### src/hw/led_params.svh
// timing, reset and encoding constants for the port led indicator driver
`ifndef LED_PARAMS_SVH
`define LED_PARAMS_SVH

// ============================================================
// geometry
`define LED_PORTS            2
`define LED_PINS_PER_PORT    3
`define LED_PINS             6
`define LED_PIN_IDX_W        3
`define LED_DEF_W            4
`define LED_SPD_W            2

// ============================================================
// link speed encoding on i_speed
`define LED_SPD_TEN          2'h0
`define LED_SPD_FAST         2'h1
`define LED_SPD_GIG          2'h2

// ============================================================
// blink timing
`define LED_CLK_PERIOD_NS    10
`define LED_BLINK_HALF_NS    50_000_000
`define LED_BLINK_CYCLES     (`LED_BLINK_HALF_NS / `LED_CLK_PERIOD_NS)
`define LED_DIV_W            23
`define LED_STRETCH_W        2
`define LED_STRETCH_HALVES   2'h2

// ============================================================
// pin reset values
`define LED_OUT_RST          6'h00
`define LED_OEN_RST          6'h3f
`define LED_STRAP_RST        6'h00

`endif

### src/hw/led_pkg.sv
// types shared by the port led indicator driver
package led_pkg;

    // indicator definition held per pin
    typedef enum logic [3:0] {
        LED_FULL,
        LED_HALF,
        LED_LINK,
        LED_GIG_LINK,
        LED_FAST_LINK,
        LED_TEN_LINK,
        LED_ACT,
        LED_GIG_ACT,
        LED_FAST_ACT,
        LED_TEN_ACT,
        LED_TX_ACT,
        LED_RX_ACT,
        LED_LPI_ACT,
        LED_LOOP_ACT,
        LED_LINK_ACT,
        LED_OFF
    } led_def_e;

    // start-up sequence
    typedef enum logic [1:0] {
        ST_STRAP,
        ST_BLINK_ON,
        ST_BLINK_OFF,
        ST_RUN
    } led_state_e;

endpackage : led_pkg

### src/hw/led_act_stretch.sv
// activity stretcher: holds a short event for at least one blink half-period
`timescale 1ns/1ps
`default_nettype none
`include "led_params.svh"

module led_act_stretch (
    // clock and reset
    input  wire logic i_clk,
    input  wire logic i_rstn,
    // blink half-period tick and raw event
    input  wire logic i_tick,
    input  wire logic i_event,
    // stretched activity
    output var  logic o_busy
);

    logic [`LED_STRETCH_W-1:0] cnt_r;
    logic [`LED_STRETCH_W-1:0] cnt_nxt;

    // ============================================================
    // counter of remaining half-periods
    // two halves guarantee at least part of one lit phase whatever the event timing
    always_comb begin
        cnt_nxt = cnt_r;
        if (i_event) begin
            cnt_nxt = `LED_STRETCH_HALVES;
        end else if (i_tick && cnt_r != '0) begin
            cnt_nxt = cnt_r - `LED_STRETCH_W'(1);
        end
    end

    always_ff @(posedge i_clk or negedge i_rstn) begin
        if (!i_rstn) begin
            cnt_r <= '0;
        end else begin
            cnt_r <= cnt_nxt;
        end
    end

    assign o_busy = (cnt_r != '0);

    // ============================================================
    // checks
    AST_STRETCH_HOLD: assert property (@(posedge i_clk) disable iff (!i_rstn)
        i_event |=> o_busy[*2])
        else $error("activity event not held for two cycles");

    COV_STRETCH_EXPIRE: cover property (@(posedge i_clk) disable iff (!i_rstn)
        $fell(o_busy));

endmodule : led_act_stretch

`default_nettype wire

### src/hw/port_led_indicator_driver.sv
// parallel led driver for the two copper ports, three pins each
`timescale 1ns/1ps
`default_nettype none
`include "led_params.svh"

module port_led_indicator_driver
    import led_pkg::*;
#(
    parameter logic [`LED_DIV_W-1:0] P_BLINK_CYCLES = `LED_DIV_W'(`LED_BLINK_CYCLES)
) (
    // clock and reset
    input  wire logic                      i_clk,
    input  wire logic                      i_rstn,
    // per-port status, bit p belongs to port p (i_speed bits 2p+1:2p)
    input  wire logic [`LED_PORTS-1:0]     i_link_up,
    input  wire logic [2*`LED_PORTS-1:0]   i_speed,
    input  wire logic [`LED_PORTS-1:0]     i_full_duplex,
    input  wire logic [`LED_PORTS-1:0]     i_tx_act,
    input  wire logic [`LED_PORTS-1:0]     i_rx_act,
    input  wire logic [`LED_PORTS-1:0]     i_lpi,
    input  wire logic [`LED_PORTS-1:0]     i_loop,
    // definition write port
    input  wire logic                      i_cfg_we,
    input  wire logic [`LED_PIN_IDX_W-1:0] i_cfg_pin,
    input  wire logic [`LED_DEF_W-1:0]     i_cfg_def,
    // power-on blink controls
    input  wire logic                      i_power_on_blink_strap,
    input  wire logic                      i_power_on_blink_en,
    // led pins, index port*3 + pin
    input  wire logic [`LED_PINS-1:0]      i_led_in,
    output var  logic [`LED_PINS-1:0]      o_led_out,
    output var  logic [`LED_PINS-1:0]      o_led_oen,
    // status
    output var  logic [`LED_PINS-1:0]      o_led_polarity,
    output var  logic                      o_led_running
);

    // ============================================================
    // blink divider
    logic [`LED_DIV_W-1:0] div_r;
    logic [`LED_DIV_W-1:0] div_nxt;
    logic                  tick_r;
    logic                  tick_nxt;
    logic                  phase_r;
    logic                  phase_nxt;

    // one rate for every pin keeps paired leds in step
    always_comb begin
        tick_nxt  = 1'b0;
        div_nxt   = div_r + `LED_DIV_W'(1);
        phase_nxt = phase_r;
        if (div_r == P_BLINK_CYCLES - `LED_DIV_W'(1)) begin
            div_nxt  = '0;
            tick_nxt = 1'b1;
        end
        if (tick_r) begin
            phase_nxt = ~phase_r;
        end
    end

    always_ff @(posedge i_clk or negedge i_rstn) begin
        if (!i_rstn) begin
            div_r   <= '0;
            tick_r  <= 1'b0;
            phase_r <= 1'b0;
        end else begin
            div_r   <= div_nxt;
            tick_r  <= tick_nxt;
            phase_r <= phase_nxt;
        end
    end

    // ============================================================
    // activity stretchers, one per port and direction
    logic [`LED_PORTS-1:0] tx_busy;
    logic [`LED_PORTS-1:0] rx_busy;

    genvar gp;
    generate
        for (gp = 0; gp < `LED_PORTS; gp++) begin : g_port
            led_act_stretch u_tx (
                .i_clk   (i_clk),
                .i_rstn  (i_rstn),
                .i_tick  (tick_r),
                .i_event (i_tx_act[gp]),
                .o_busy  (tx_busy[gp])
            );
            led_act_stretch u_rx (
                .i_clk   (i_clk),
                .i_rstn  (i_rstn),
                .i_tick  (tick_r),
                .i_event (i_rx_act[gp]),
                .o_busy  (rx_busy[gp])
            );
        end
    endgenerate

    // ============================================================
    // definition table
    led_def_e sel_r   [`LED_PINS];
    led_def_e sel_nxt [`LED_PINS];

    always_comb begin
        for (int i = 0; i < `LED_PINS; i++) begin
            sel_nxt[i] = sel_r[i];
        end
        // out-of-range pin index is ignored
        if (i_cfg_we && i_cfg_pin < `LED_PIN_IDX_W'(`LED_PINS)) begin
            sel_nxt[i_cfg_pin] = led_def_e'(i_cfg_def);
        end
    end

    always_ff @(posedge i_clk or negedge i_rstn) begin
        if (!i_rstn) begin
            for (int p = 0; p < `LED_PORTS; p++) begin
                sel_r[p*`LED_PINS_PER_PORT]     <= LED_LINK_ACT;
                sel_r[p*`LED_PINS_PER_PORT + 1] <= LED_GIG_LINK;
                sel_r[p*`LED_PINS_PER_PORT + 2] <= LED_FAST_LINK;
            end
        end else begin
            for (int i = 0; i < `LED_PINS; i++) begin
                sel_r[i] <= sel_nxt[i];
            end
        end
    end

    // ============================================================
    // indication per pin
    logic [`LED_PINS-1:0] lit_vec;

    always_comb begin
        logic [`LED_SPD_W-1:0] spd;
        logic                  lk;
        logic                  act_blink;
        int                    pin;
        spd       = `LED_SPD_TEN;
        lk        = 1'b0;
        act_blink = 1'b0;
        pin       = 0;
        lit_vec   = '0;
        for (int p = 0; p < `LED_PORTS; p++) begin
            spd       = i_speed[`LED_SPD_W*p +: `LED_SPD_W];
            lk        = i_link_up[p];
            act_blink = (tx_busy[p] | rx_busy[p]) & phase_r;
            for (int k = 0; k < `LED_PINS_PER_PORT; k++) begin
                pin = p*`LED_PINS_PER_PORT + k;
                case (sel_r[pin])
                    LED_FULL:      lit_vec[pin] = lk & i_full_duplex[p];
                    LED_HALF:      lit_vec[pin] = lk & ~i_full_duplex[p];
                    LED_LINK:      lit_vec[pin] = lk;
                    LED_GIG_LINK:  lit_vec[pin] = lk & (spd == `LED_SPD_GIG);
                    LED_FAST_LINK: lit_vec[pin] = lk & (spd == `LED_SPD_FAST);
                    LED_TEN_LINK:  lit_vec[pin] = lk & (spd == `LED_SPD_TEN);
                    LED_ACT:       lit_vec[pin] = act_blink;
                    LED_GIG_ACT:   lit_vec[pin] = lk & (spd == `LED_SPD_GIG) & act_blink;
                    LED_FAST_ACT:  lit_vec[pin] = lk & (spd == `LED_SPD_FAST) & act_blink;
                    LED_TEN_ACT:   lit_vec[pin] = lk & (spd == `LED_SPD_TEN) & act_blink;
                    LED_TX_ACT:    lit_vec[pin] = tx_busy[p] & phase_r;
                    LED_RX_ACT:    lit_vec[pin] = rx_busy[p] & phase_r;
                    LED_LPI_ACT:   lit_vec[pin] = i_lpi[p] & phase_r;
                    LED_LOOP_ACT:  lit_vec[pin] = i_loop[p] & phase_r;
                    // steady on while linked, dark flashes on traffic
                    LED_LINK_ACT:  lit_vec[pin] = lk & ~(act_blink);
                    default:       lit_vec[pin] = 1'b0;
                endcase
            end
        end
    end

    // ============================================================
    // start-up sequence and pin drive
    led_state_e           st_r;
    led_state_e           st_nxt;
    logic [`LED_PINS-1:0] strap_r;
    logic [`LED_PINS-1:0] strap_nxt;
    logic [`LED_PINS-1:0] out_r;
    logic [`LED_PINS-1:0] out_nxt;
    logic [`LED_PINS-1:0] oen_r;
    logic [`LED_PINS-1:0] oen_nxt;
    logic                 running_r;
    logic                 running_nxt;

    always_comb begin
        st_nxt    = st_r;
        strap_nxt = strap_r;
        oen_nxt   = '0;
        case (st_r)
            ST_STRAP: begin
                // pins still float as inputs on this edge, so the strap is valid
                strap_nxt = i_led_in;
                if (i_power_on_blink_strap && i_power_on_blink_en) begin
                    st_nxt = ST_BLINK_ON;
                end else begin
                    st_nxt = ST_RUN;
                end
            end
            ST_BLINK_ON: begin
                if (tick_r) begin
                    st_nxt = ST_BLINK_OFF;
                end
            end
            ST_BLINK_OFF: begin
                if (tick_r) begin
                    st_nxt = ST_RUN;
                end
            end
            ST_RUN: begin
                st_nxt = ST_RUN;
            end
            default: begin
                st_nxt = ST_RUN;
            end
        endcase
        case (st_nxt)
            ST_BLINK_ON:  out_nxt = ~strap_nxt;
            ST_BLINK_OFF: out_nxt = strap_nxt;
            default:      out_nxt = lit_vec ^ strap_nxt;
        endcase
        running_nxt = (st_nxt == ST_RUN);
    end

    always_ff @(posedge i_clk or negedge i_rstn) begin
        if (!i_rstn) begin
            st_r      <= ST_STRAP;
            strap_r   <= `LED_STRAP_RST;
            out_r     <= `LED_OUT_RST;
            oen_r     <= `LED_OEN_RST;
            running_r <= 1'b0;
        end else begin
            st_r      <= st_nxt;
            strap_r   <= strap_nxt;
            out_r     <= out_nxt;
            oen_r     <= oen_nxt;
            running_r <= running_nxt;
        end
    end

    assign o_led_out      = out_r;
    assign o_led_oen      = oen_r;
    assign o_led_polarity = strap_r;
    assign o_led_running  = running_r;

    // ============================================================
    // checks
    AST_DEFAULT_DEFS: assert property (@(posedge i_clk) disable iff (!i_rstn)
        (st_r == ST_STRAP) |-> (sel_r[0] == LED_LINK_ACT && sel_r[1] == LED_GIG_LINK
                                && sel_r[2] == LED_FAST_LINK && sel_r[3] == LED_LINK_ACT
                                && sel_r[4] == LED_GIG_LINK && sel_r[5] == LED_FAST_LINK))
        else $error("pin definitions not at defaults after reset");

    AST_DRIVE_AFTER_RESET: assert property (@(posedge i_clk) disable iff (!i_rstn)
        (st_r != ST_STRAP) |-> (o_led_oen == '0 && o_led_polarity == strap_r))
        else $error("led pin not driving after reset release");

    // polarity must be what the released pin showed on the first edge out of reset
    AST_STRAP_CAPTURE: assert property (@(posedge i_clk) disable iff (!i_rstn)
        (st_r == ST_STRAP) |=> (o_led_polarity == $past(i_led_in)))
        else $error("strap not captured from pin levels");

    AST_POLARITY: assert property (@(posedge i_clk) disable iff (!i_rstn)
        (st_r == ST_RUN && $past(st_r) == ST_RUN) |-> (o_led_out == ($past(lit_vec) ^ strap_r)))
        else $error("led output polarity does not follow strap");

    AST_LINK_PIN: assert property (@(posedge i_clk) disable iff (!i_rstn)
        (sel_r[3] == LED_LINK) |-> (lit_vec[3] == i_link_up[1]))
        else $error("link pin does not follow link state");

    AST_DUPLEX_PIN: assert property (@(posedge i_clk) disable iff (!i_rstn)
        (sel_r[0] == LED_HALF && i_link_up[0] && i_full_duplex[0]) |-> !lit_vec[0])
        else $error("half duplex pin lit at full duplex");

    AST_SPEED_LINK: assert property (@(posedge i_clk) disable iff (!i_rstn)
        (sel_r[1] == LED_GIG_LINK)
        |-> (lit_vec[1] == (i_link_up[0] && i_speed[1:0] == `LED_SPD_GIG)))
        else $error("gigabit link pin wrong");

    AST_BICOLOR: assert property (@(posedge i_clk) disable iff (!i_rstn)
        (sel_r[1] == LED_GIG_LINK && sel_r[2] == LED_FAST_LINK) |-> !(lit_vec[1] && lit_vec[2]))
        else $error("exclusive pins lit together");

    AST_LPI_PIN: assert property (@(posedge i_clk) disable iff (!i_rstn)
        (sel_r[3] == LED_LPI_ACT && !i_lpi[1]) |-> !lit_vec[3])
        else $error("idle pin lit outside low power idle");

    AST_TX_ONLY: assert property (@(posedge i_clk) disable iff (!i_rstn)
        (sel_r[3] == LED_TX_ACT && !tx_busy[1]) |-> !lit_vec[3])
        else $error("transmit pin lit without transmit activity");

    AST_POWER_BLINK: assert property (@(posedge i_clk) disable iff (!i_rstn)
        (st_r == ST_BLINK_ON) |-> (o_led_out == ~strap_r))
        else $error("power-on blink not lighting all leds");

    COV_POWER_BLINK: cover property (@(posedge i_clk) disable iff (!i_rstn)
        (st_r == ST_BLINK_OFF) ##1 (st_r == ST_RUN));
    COV_MIXED_STRAP: cover property (@(posedge i_clk) disable iff (!i_rstn)
        (st_r == ST_RUN) && strap_r[0] && !strap_r[1]);
    COV_CFG_WRITE: cover property (@(posedge i_clk) disable iff (!i_rstn)
        (st_r == ST_RUN) && i_cfg_we);

endmodule : port_led_indicator_driver

`default_nettype wire

### config.mk
export PLATFORM = sky130hd
export DESIGN_NAME = port_led_indicator_driver
export DESIGN_NICKNAME = d
export VERILOG_FILES = /design/src/hw/led_pkg.sv /design/src/hw/led_act_stretch.sv /design/src/hw/port_led_indicator_driver.sv
export VERILOG_INCLUDE_DIRS = /design/src /design/src/hw
export SDC_FILE = /design/constraint.sdc
export NUM_CORES = 1
export LEC_CHECK = 0
export BUFFER_PORTS_ARGS = -buffer_cell sky130_fd_sc_hd__buf_2
export CORE_AREA = 2 2 91 93
export CTS_BUF_LIST = sky130_fd_sc_hd__clkbuf_8
export CTS_CLUSTER_DIAMETER = 60
export DETAILED_ROUTE_END_ITERATION = 10
export DIE_AREA = 0 0 93 95
export PLACE_DENSITY_LB_ADDON = 0.08
export REMOVE_ABC_BUFFERS = 1
export SETUP_SLACK_MARGIN = 0.5
export SYNTH_ARGS = -nofsm -noshare
export SYNTH_HDL_FRONTEND = slang
export SYNTH_SLANG_ARGS = --single-unit
### constraint.sdc
create_clock -name i_clk -period 3.1 [get_ports i_clk]
set_input_delay 0 -clock i_clk [delete_from_list [all_inputs] [get_ports i_clk]]
set_output_delay 0 -clock i_clk [all_outputs]
set_load 0.02 [all_outputs]
==> summary.txt, run 1 <==
CLOCK TREE
------------------------------------------------------------------------------------------
Root buffer cell                                                                  clkbuf_8
Number of clock buffers inserted by TritonCTS                                            9
Clock-pin slew on the worst setup and hold paths                                     80 ps
Resize count post-CTS                                                                    0
Clock Path Buffers                                                                       2
Total clock sinks                                                                       73
Clock tree from TritonCTS                                                              yes
H-tree depth                                                                             3
Clock latency on the worst-skew pair                                                350 ps

DIE
------------------------------------------------------------------------------------------
Chip width                                                                           93 um
Starting density of the core                                                        57.56%
DIE HEIGHT                                                                           95 um
Top Ports                                                                               53
Area of the die                                                               0.008835 mm^2
Row count                                                                               33
Core region area                                                              0.007928 mm^2

STATUS
------------------------------------------------------------------------------------------
Outcome                                                                       complete, no violations

FINAL LAYOUT
------------------------------------------------------------------------------------------
Total number of nets in the final design                                               567
Share of layout cells above drive strength 1                                        22.08%
Number of fillers in the final layout                                                  671
Area Overhead vs Synth                                                              13.98%
Sequential cell area                                                          0.001843 mm^2
Final cell utilization of the core                                                  65.61%
Multi-input combinational cell area                                           0.002455 mm^2
Count of antenna diodes in the layout                                                    0

CRITICAL PATH
------------------------------------------------------------------------------------------
Kind of end point of the critical path                                            register
Path type of the worst setup path                                             register to register
Data arrival at the endpoint of the critical path                                  2390 ps
Max FO, Critical Path                                                                    6
Sort of element at the start of the critical path                                 register
Required time at the worst-slack endpoint                                          3370 ps

TIMING
------------------------------------------------------------------------------------------
Final hold slack                                                                  56.21 ps
Period utilization                                                                  68.24%
Fin crit period                                                                    2115 ps
Final worst clock skew                                                            18.14 ps
Final setup violating endpoints                                                          0
Maximum clock frequency                                                          472.7 MHz
Worst slew pin tran                                                               874.6 ps
Relative slew slack                                                                 41.69%
Pins Over Slew Limit                                                                     0
Post-layout worst setup margin                                                    984.7 ps
Final hold violations                                                                    0
Unrepaired setup endpoints after global routing                                      false
Aggregate negative setup slack                                                        0 ps

ROUTING
------------------------------------------------------------------------------------------
DR top layer                                                                          met4
1st-pass router iterations                                                               5
DRC violation count after routing                                                        0
Drt total wl                                                                      9.881 mm
Via total after detailed routing                                                     3,767
Detail Route met2 WL                                                              4.673 mm
Iter 0 DRT Violations                                                                  227
Antenna-violating nets left                                                              0
Met1 WL                                                                           4.525 mm
Mean number of vias per cell                                                         5.932
Routed length on met3                                                               463 um
Routed WL per cell                                                                15.56 um

PWR
------------------------------------------------------------------------------------------
Reg power frac                                                                       48.9%
Reported net switching power                                                      743.2 uW
Combinational cell fraction of total power                                           18.3%
Cell area power density                                                       484.3 mW/mm^2
P_int                                                                             1.776 mW
Lkg Pwr                                                                           2.224 nW
Post-layout total power                                                           2.519 mW
Switching Fraction                                                                  29.50%
Clock network fraction of design power                                               32.9%
Worst ir drop on vdd                                                             0.2825 mV

SYNTHESIS
------------------------------------------------------------------------------------------
Largest family of logic cells by synthesized area                             simple AND/OR/NAND/NOR gates
Share of synthesized cell area in full adder, half adder and majority cells         2.194%
Sequential element share of the synthesized area                                    40.39%
Cell variety after synth                                                                73
Fraction of synthesized cell area in xor and xnor cells                             5.950%
Synthesized-area fraction occupied by ao, oa, aoi and oai cells                     12.59%
Average instance area after synthesis                                           9.668 um^2
Number of flops mapped to enable cells by yosys                                          0
Count of warnings emitted by yosys                                                       0
Asr flop ratio synth                                                                100.0%
Post-synthesis register bit count                                                       73
Area of the mapped netlist                                                    0.004563 mm^2
Cells after synthesis                                                                  472
Most used flip-flop cell after synthesis                                           dfrtp_1
Area share of and/or/nand/nor cells after synthesis                                 24.68%
Mux share of post-synthesis cell area                                               8.308%

GRT
------------------------------------------------------------------------------------------
Antenna violations before repair                                                         0
Global-route wire length before repair                                            16.33 mm
Largest net degree at the start of global routing                                       40
Global-route usage over all layers                                                  23.40%
Overall overflow remaining after global route                                            0
Via count of the first global-routing pass                                           3,426

PLACED DESIGN
------------------------------------------------------------------------------------------
Weighted congestion at the end of routability-driven global placement               0.9790
IO buf count                                                                            52
HPWL after DPL                                                                    7.136 mm
Post-Place Setup Slack                                                             1008 ps

MIN PATH
------------------------------------------------------------------------------------------
Type of the tightest min-delay check                                          input port to register

FLOW RUN
------------------------------------------------------------------------------------------
Max-cap viol count                                                                       0

[power by group through the flow]
stage / Sequential (mW) / Combinational, mW / Clock [mW]
2_1_floorplan: 1.22 / 0.285 / 0
3_3_place_gp: 1.24 / 0.435 / 0
3_5_place_dp: 1.24 / 0.443 / 0
4_1_cts: 1.22 / 0.460 / 0.848
5_1_grt: 1.25 / 0.508 / 0.888
6_report: 1.23 / 0.461 / 0.828
[registers in the layout, summed over array words and instances (netlist names)]
signal / count
g_port.u_rx.cnt_r: 4
sel_r: 24
st_r: 2
o_led_out: 6
o_led_oen: 1
o_led_running: 1
div_r: 23
o_led_polarity: 6
tick_r: 1
g_port.u_tx.cnt_r: 4
phase_r: 1
[final cells by class]
type                       count  share of cell area [%]
timing repair buffer          69                   8.420
multi-input combinational    342                   47.20
sequential                    73                   35.43
inverter                      30                   2.165
tap                          105                   2.526
clock buffer                  10                   2.646
clock inverter                 6                   1.612
[cell usage in the layout (no fill, tap or decap), drive strengths merged, types with 6 or more instances in the layout]
| cell | instances |
|---|---|
| o211ai | 9 |
| buf | 54 |
| clkbuf | 10 |
| nor3b | 8 |
| a211oi | 8 |
| dfstp | 13 |
| xnor2 | 15 |
| nand2b | 9 |
| nand2 | 31 |
| nor2 | 34 |
| nor2b | 14 |
| dlygate4sd3 | 15 |
| mux2 | 23 |
| nand3 | 15 |
| o21ai | 12 |
| xor2 | 16 |
| mux2i | 12 |
| nand3b | 11 |
| ha | 8 |
| nor3 | 12 |
| nand4 | 11 |
| and3 | 6 |
| dfrtp | 60 |
| inv | 33 |
[cells by family (layout without fill, tap and decap cells)]
group	count (synthesis)	after routing
xor+xnor	31	31
mux	35	35
simple gates	193	193
fa+ha+maj	8	8
compound gates	74	74
flops	73	73
other cells	1	1
buf+inv	57	115
[stage by stage]
step	std cells	instance area (um^2)
finish	635	5201
global route	635	5201
CTS	635	5201
detailed placement	604	4830
global placement	604	4830
floorplan	445	4410
[synthesized netlist by cell type (all sizes together) (3+ instances only)]
cell    number  area (um^2)
nor4b        5        43.79
nor4         4        25.02
a211o        5        43.79
nand3b      11        82.58
a211oi       8        60.06
nor3b        8        60.06
mux2i       12        120.1
a31oi        5        31.28
inv         30        112.6
and3b        5        45.04
or4          4        30.03
ha           8        100.1
nor2b       14        87.58
dfrtp       60         1501
o211ai       9        67.56
o32a         3        30.03
nor3        12        65.06
nor2        34        130.1
or3          5        31.28
xor2        16        140.1
and3         6        37.54
o32ai        3        33.79
dfstp       13        341.6
xnor2       15        131.4
nand2       31        116.4
and2         4        25.02
a32oi        4        35.03
nand2b       9        56.30
o21ai       12        60.06
nand4       11        68.82
mux2        23        259.0
buf         10        71.31
nand4b       3        26.28
nand3       15        75.07
clkbuf      16        71.31
[metal layers]
layer,global-route usage (%),up-vias
li1,-,1814
met5,0,-
met1,32.16,1816
met4,9.804,0
met2,37.38,118
met3,3.272,19
[path summary, 6_finish.rpt]
path                                          from            to  slack, ps  cells past startpoint
max                        g_port[1].u_rx.cnt_r[0]  o_led_out[5]        980                      7
min                            i_power_on_blink_en       st_r[1]         60                      3
max reg2reg                g_port[1].u_rx.cnt_r[0]  o_led_out[5]        980                      7
min reg2reg                               div_r[0]      div_r[0]        460                      1
max in group asynchronous                   i_rstn     sel_r[23]       2040                      3
min in group asynchronous                   i_rstn       st_r[1]        300                      2
[critical path, stage by stage, from the launching register on]
cell and delay [ps]:
dfrtp_1 360, inv_1 80, ha_1 290, a21boi_1 190, and3_1 190, a211o_1 280, or4_1 500, a31oi_1 160
[timing repair]
action	4_1_cts	5_1_grt
endpoints found under the hold margin	52	0
hold buffers	15	0
endpoints found under the setup margin	0	0
buffers inserted	0	0
Power figures use the tool's default switching activity.
==> run 2, diff against run 1 <==
clock period = 2.1 ns   (was 3.1 ns; I/O delays follow)
==> run 2 against run 1 <==
Compared with the run above: via count is 5.5% higher; utilization up 6.8 points; register-to-register slack worse by 750 ps; sequential share of layout area down 3.2 points; non-clock buffer count increased by 45; critical path depth down 1; hold slack improved by 9.9 ps; largest cell class unchanged; largest power group unchanged.
==> summary.txt, run 2 (same netlist as run 1, synthesis figures left out) <==
ROUTING
------------------------------------------------------------------------------------
Iter 0 DRT Violations                                                            180
Mean number of vias per cell                                                   5.843
1st-pass router iterations                                                         5
Routed WL per cell                                                          16.72 um
DRC violation count after routing                                                  0
Drt total wl                                                                11.37 mm
Antenna-violating nets left                                                        0
Via total after detailed routing                                               3,973

FINAL LAYOUT
------------------------------------------------------------------------------------
Count of antenna diodes in the layout                                              0
Number of fillers in the final layout                                            606
Total number of nets in the final design                                         612
Max FFs per register                                                              24
Share of layout cells above drive strength 1                                  35.65%
Top reg by flops                                                               sel_r
Final cell utilization of the core                                            72.43%
Final Non-Filler Cells                                                           680
Most used cells in the layout excluding fill and tap cells              52 x dfrtp_1, 52 x buf_2, 42 x buf_4
Top flop regs                                                           sel_r (24), div_r (23)
Area Overhead vs Synth                                                        25.83%

DIE
------------------------------------------------------------------------------------
Starting density of the core                                                  57.56%
DIE HEIGHT                                                                     95 um
Chip width                                                                     93 um
Core region area                                                        0.007928 mm^2
Area of the die                                                         0.008835 mm^2
Top Ports                                                                         53
Row count                                                                         33

CLOCK TREE
------------------------------------------------------------------------------------
Clock latency on the worst-skew pair                                          350 ps
Clock-pin slew on the worst setup and hold paths                               80 ps
Total clock sinks                                                                 73
Number of clock buffers inserted by TritonCTS                                      9
Root buffer cell                                                            clkbuf_8
Clock tree from TritonCTS                                                        yes
H-tree depth                                                                       3
Clock Path Buffers                                                                 2

TIMING
------------------------------------------------------------------------------------
Unrepaired setup endpoints after global routing                                 true
Final setup violating endpoints                                                    0
Pins Over Slew Limit                                                               0
Maximum clock frequency                                                    536.0 MHz
Period utilization                                                            88.85%
Worst slew pin tran                                                         691.6 ps
Final worst clock skew                                                      18.24 ps
Final hold violations                                                              0
Fin crit period                                                              1866 ps
Relative slew slack                                                           53.80%
Aggregate negative setup slack                                                  0 ps

CRITICAL PATH
------------------------------------------------------------------------------------
Path type of the worst setup path                                       register to register
Required time at the worst-slack endpoint                                    2370 ps
Max FO, Critical Path                                                              6
Sort of element at the start of the critical path                           register
Data arrival at the endpoint of the critical path                            2130 ps
Kind of end point of the critical path                                      register

GRT
------------------------------------------------------------------------------------
Largest net degree at the start of global routing                                 54
Global-route usage over all layers                                            25.75%
Via count of the first global-routing pass                                     3,723
Overall overflow remaining after global route                                      0
Global-route wire length before repair                                      17.85 mm
Antenna violations before repair                                                   0

STATUS
------------------------------------------------------------------------------------
Outcome                                                                 complete, no violations

PWR
------------------------------------------------------------------------------------
Worst ir drop on vdd                                                       0.4455 mV
Cell area power density                                                 634.0 mW/mm^2
Lkg Pwr                                                                     2.448 nW

PLACED DESIGN
------------------------------------------------------------------------------------
HPWL after DPL                                                              7.492 mm
Post-placement cell count                                                        616
IO buf count                                                                      52
Weighted congestion at the end of routability-driven global placement         0.9494

FLOW RUN
------------------------------------------------------------------------------------
Max-cap viol count                                                                 0

MIN PATH
------------------------------------------------------------------------------------
Type of the tightest min-delay check                                    input port to register

run 2: changes by cell type in the layout (fill, tap and decap cells not counted), sizes merged:
cell	change
buf	+45
bufinv	-2
clkbuf	-1
clkinv	+4
inv	-1
run 2: layout make-up:
cell class,instances,area [um^2],share of cell area (%)
multi-input combinational,342,2674,46.57
timing repair buffer,114,799.5,13.92
tap,105,131.4,2.288
clock inverter,7,47.55,0.8281
sequential,73,1853,32.27
clock buffer,9,123.9,2.157
inverter,30,112.6,1.961
run 2: what timing repair did:
item | CTS | global route
hold buffers | 14 | 1
setup endpoints to repair | 17 | 22
endpoints found under the hold margin | 39 | 1
pin swaps | 24 | 17
buffers inserted | 25 | 8
gates resized for setup | 43 | 18
run 2: path summary, 6_finish.rpt:
check                             start  cells after the start      endpoint  slack, ps
max in group asynchronous        i_rstn                      3  o_led_oen[4]       1210
hold / removal             i_cfg_pin[1]                      4      sel_r[4]         70
min in group asynchronous        i_rstn                      2  o_led_out[5]        170
setup reg to reg                phase_r                      6  o_led_out[2]        230
setup / recovery                phase_r                      6  o_led_out[2]        230
hold reg to reg                div_r[0]                      1      div_r[0]        450
run 2: stage by stage:
stage	power [mW]	worst slack, ps	hold WS [ps]	instance area, um^2
floorplan	2.228	214.5	-295.6	4410
global placement	2.493	128.1	1.859	4920
detailed placement	2.503	76.94	7.378	4920
CTS	3.623	248.8	2.354	5574
global route	3.822	181.5	89.69	5742
finish	3.640	234.2	66.15	5742
run 2: layer usage:
layer  vias to the layer above  global-route usage [%]  part of all wire [%]
met3                        19                   4.709                   4.4
met2                       130                   43.90                    50
met4                         0                   7.598                   1.7
met5                         -                       0                     0
met1                      1925                   33.62                    44
li1                       1899                       -                     -
run 2: worst max-delay path, cell delays in order, from the launching register on:
cell	delay (ps)
dfrtp_2	450
buf_4	170
a21bo_4	200
nor3_2	40
o32a_1	400
or3_1	370
a31oi_1	170
run 2: power by group:
part | switching, mW | internal, mW
sequential | 0.185 | 1.58
combinational | 0.444 | 0.447
clock | 0.557 | 0.429
==> run 3, diff against run 2 <==
==> constraint.sdc (replaced) <==
create_clock -name i_clk -period 2.1 [get_ports i_clk]
set_input_delay 0.21 -clock i_clk [delete_from_list [all_inputs] [get_ports i_clk]]
set_output_delay 0.21 -clock i_clk [all_outputs]
set_load 0.01 [all_outputs]
==> run 3 against run 2 <==
Compared with the run above: via count shrank 0.35%; critical path depth grew 2; die area is the same; hold slack lost 50 ps; sequential share of layout area down 0.055 points; count of clock-buffer cells in the layout stayed put; final cell count fell by 1.5%; clock skew decreased by 3.2 ps; clock power increased by 28%; cell area increased by 0.30%.
==> summary.txt, run 3 (same netlist as run 1, synthesis figures left out) <==
GRT
------------------------------------------------------------------------------------
Largest net degree at the start of global routing                                 57
Global-route wire length before repair                                      17.37 mm
Overall overflow remaining after global route                                      0
Antenna violations before repair                                                   0
Global-route usage over all layers                                            24.90%
Via count of the first global-routing pass                                     3,615

ROUTING
------------------------------------------------------------------------------------
Met1 WL                                                                     5.015 mm
DRC violation count after routing                                                  0
Detail Route met2 WL                                                        5.823 mm
Antenna-violating nets left                                                        0
1st-pass router iterations                                                         4
Mean number of vias per cell                                                   5.909
Routed length on met3                                                         557 um
Iter 0 DRT Violations                                                            143
Routed WL per cell                                                          17.34 um
Via total after detailed routing                                               3,959
Drt total wl                                                                11.62 mm
DR top layer                                                                    met4

PLACED DESIGN
------------------------------------------------------------------------------------
HPWL after DPL                                                              7.522 mm
Cell Area, Placed                                                       0.004942 mm^2
IO buf count                                                                      52
Weighted congestion at the end of routability-driven global placement         0.9015

PWR
------------------------------------------------------------------------------------
Lkg Pwr                                                                     2.453 nW
Worst ir drop on vdd                                                       0.5104 mV
Cell area power density                                                 677.8 mW/mm^2

FINAL LAYOUT
------------------------------------------------------------------------------------
Top flop regs                                                           sel_r (24), div_r (23)
Top reg by flops                                                               sel_r
Max FFs per register                                                              24
Most common cell after layout, fill and taps aside                             buf_2
Share of layout cells above drive strength 1                                  38.58%
Total number of nets in the final design                                         602
Area Overhead vs Synth                                                        26.21%
Number of fillers in the final layout                                            590
Most used cells in the layout excluding fill and tap cells              52 x buf_2, 50 x dfrtp_1, 43 x buf_4
Final Instance Area                                                     0.005759 mm^2
Count of antenna diodes in the layout                                              0

MIN PATH
------------------------------------------------------------------------------------
Type of the tightest min-delay check                                    input port to register
Hold Path Origin                                                         i_tx_act[1]

CLOCK TREE
------------------------------------------------------------------------------------
Root buffer cell                                                            clkbuf_8
Number of clock buffers inserted by TritonCTS                                      9
Clock-pin slew on the worst setup and hold paths                               80 ps
H-tree depth                                                                       3
Clock Path Buffers                                                                 2
Clock latency on the worst-skew pair                                          350 ps
Total clock sinks                                                                 73
Clock tree from TritonCTS                                                        yes

TIMING
------------------------------------------------------------------------------------
Final worst clock skew                                                      15.07 ps
Aggregate negative setup slack                                                  0 ps
Pins Over Slew Limit                                                               0
Maximum clock frequency                                                    541.7 MHz
Final hold violations                                                              0
Final setup violating endpoints                                                    0
Fin crit period                                                              1846 ps
Worst slew pin tran                                                         590.1 ps
Period utilization                                                            87.91%
Relative slew slack                                                           60.57%
Unrepaired setup endpoints after global routing                                 true

DIE
------------------------------------------------------------------------------------
Core region area                                                        0.007928 mm^2
Area of the die                                                         0.008835 mm^2
Starting density of the core                                                  57.56%
DIE HEIGHT                                                                     95 um
Chip width                                                                     93 um
Top Ports                                                                         53
Row count                                                                         33

CRITICAL PATH
------------------------------------------------------------------------------------
Sort of element at the start of the critical path                           register
Kind of end point of the critical path                                      register
Path type of the worst setup path                                       register to register
Data arrival at the endpoint of the critical path                            2120 ps
FF-to-FF Start                                                          g_port[1].u_rx.cnt_r[1]
Max FO, Critical Path                                                              6
Required time at the worst-slack endpoint                                    2370 ps
Start point of the critical path                                        g_port[1].u_rx.cnt_r[1]

STATUS
------------------------------------------------------------------------------------
Outcome                                                                 complete, no violations

FLOW RUN
------------------------------------------------------------------------------------
Max-cap viol count                                                                 0

run 3: worst paths after layout:
check,endpoint,slack [ps],cells past startpoint
worst max-delay path,o_led_out[5],250,8
worst min-delay path,g_port[1].u_tx.cnt_r[0],20,2
worst max register to register,o_led_out[5],250,8
worst min register to register,div_r[0],450,1
max in group asynchronous,sel_r[10],1060,3
min in group asynchronous,o_led_running,330,2
run 3: critical path, cell delays in order (launching register included):
cell and delay, ps:
dfrtp_1 400, inv_2 70, ha_4 160, a21bo_4 160
buf_6 100, o32ai_1 80, a211o_1 250, or4_1 400
a31oi_1 140
run 3: cell type report:
cell class	instances	area, um^2	share of cell area [%]
inverter	30	112.6	1.955
tap	105	131.4	2.281
multi-input combinational	342	2738	47.53
clock inverter	7	102.6	1.781
sequential	73	1856	32.22
clock buffer	9	123.9	2.151
timing repair buffer	104	695.7	12.08
run 3: layer usage:
layer	GRT usage (%)	vias up
li1	-	1878
met2	42.21	113
met1	33.28	1951
met5	0	-
met3	2.953	17
met4	8.578	0
run 3: power breakdown:
part           internal, mW  total, mW  switching, mW
registers              1.58       1.77          0.191
logic                 0.442      0.869          0.427
clock network         0.684       1.26          0.581
total                  2.70       3.90           1.20
run 3: stage by stage:
step           hold WS (ps)  setup slack (ps)  utilization, %  cells  total power, mW
2_1_floorplan        -85.59             214.5               -    445            2.202
3_3_place_gp          177.1             140.4           62.34    619            2.479
3_5_place_dp          180.9             95.27           62.34    619            2.500
4_1_cts               6.774             273.6           69.67    659            3.878
5_1_grt               26.28             163.3           72.65    670            4.064
6_report              16.04             253.9           72.65    670            3.904
run 3: repair_timing:
action	in CTS	in global routing
pin swaps	22	21
gates cloned	0	1
endpoints found under the hold margin	18	0
buffers inserted	22	10
resized for setup	43	43
hold buffers	2	0
endpoints found under the setup margin	6	22
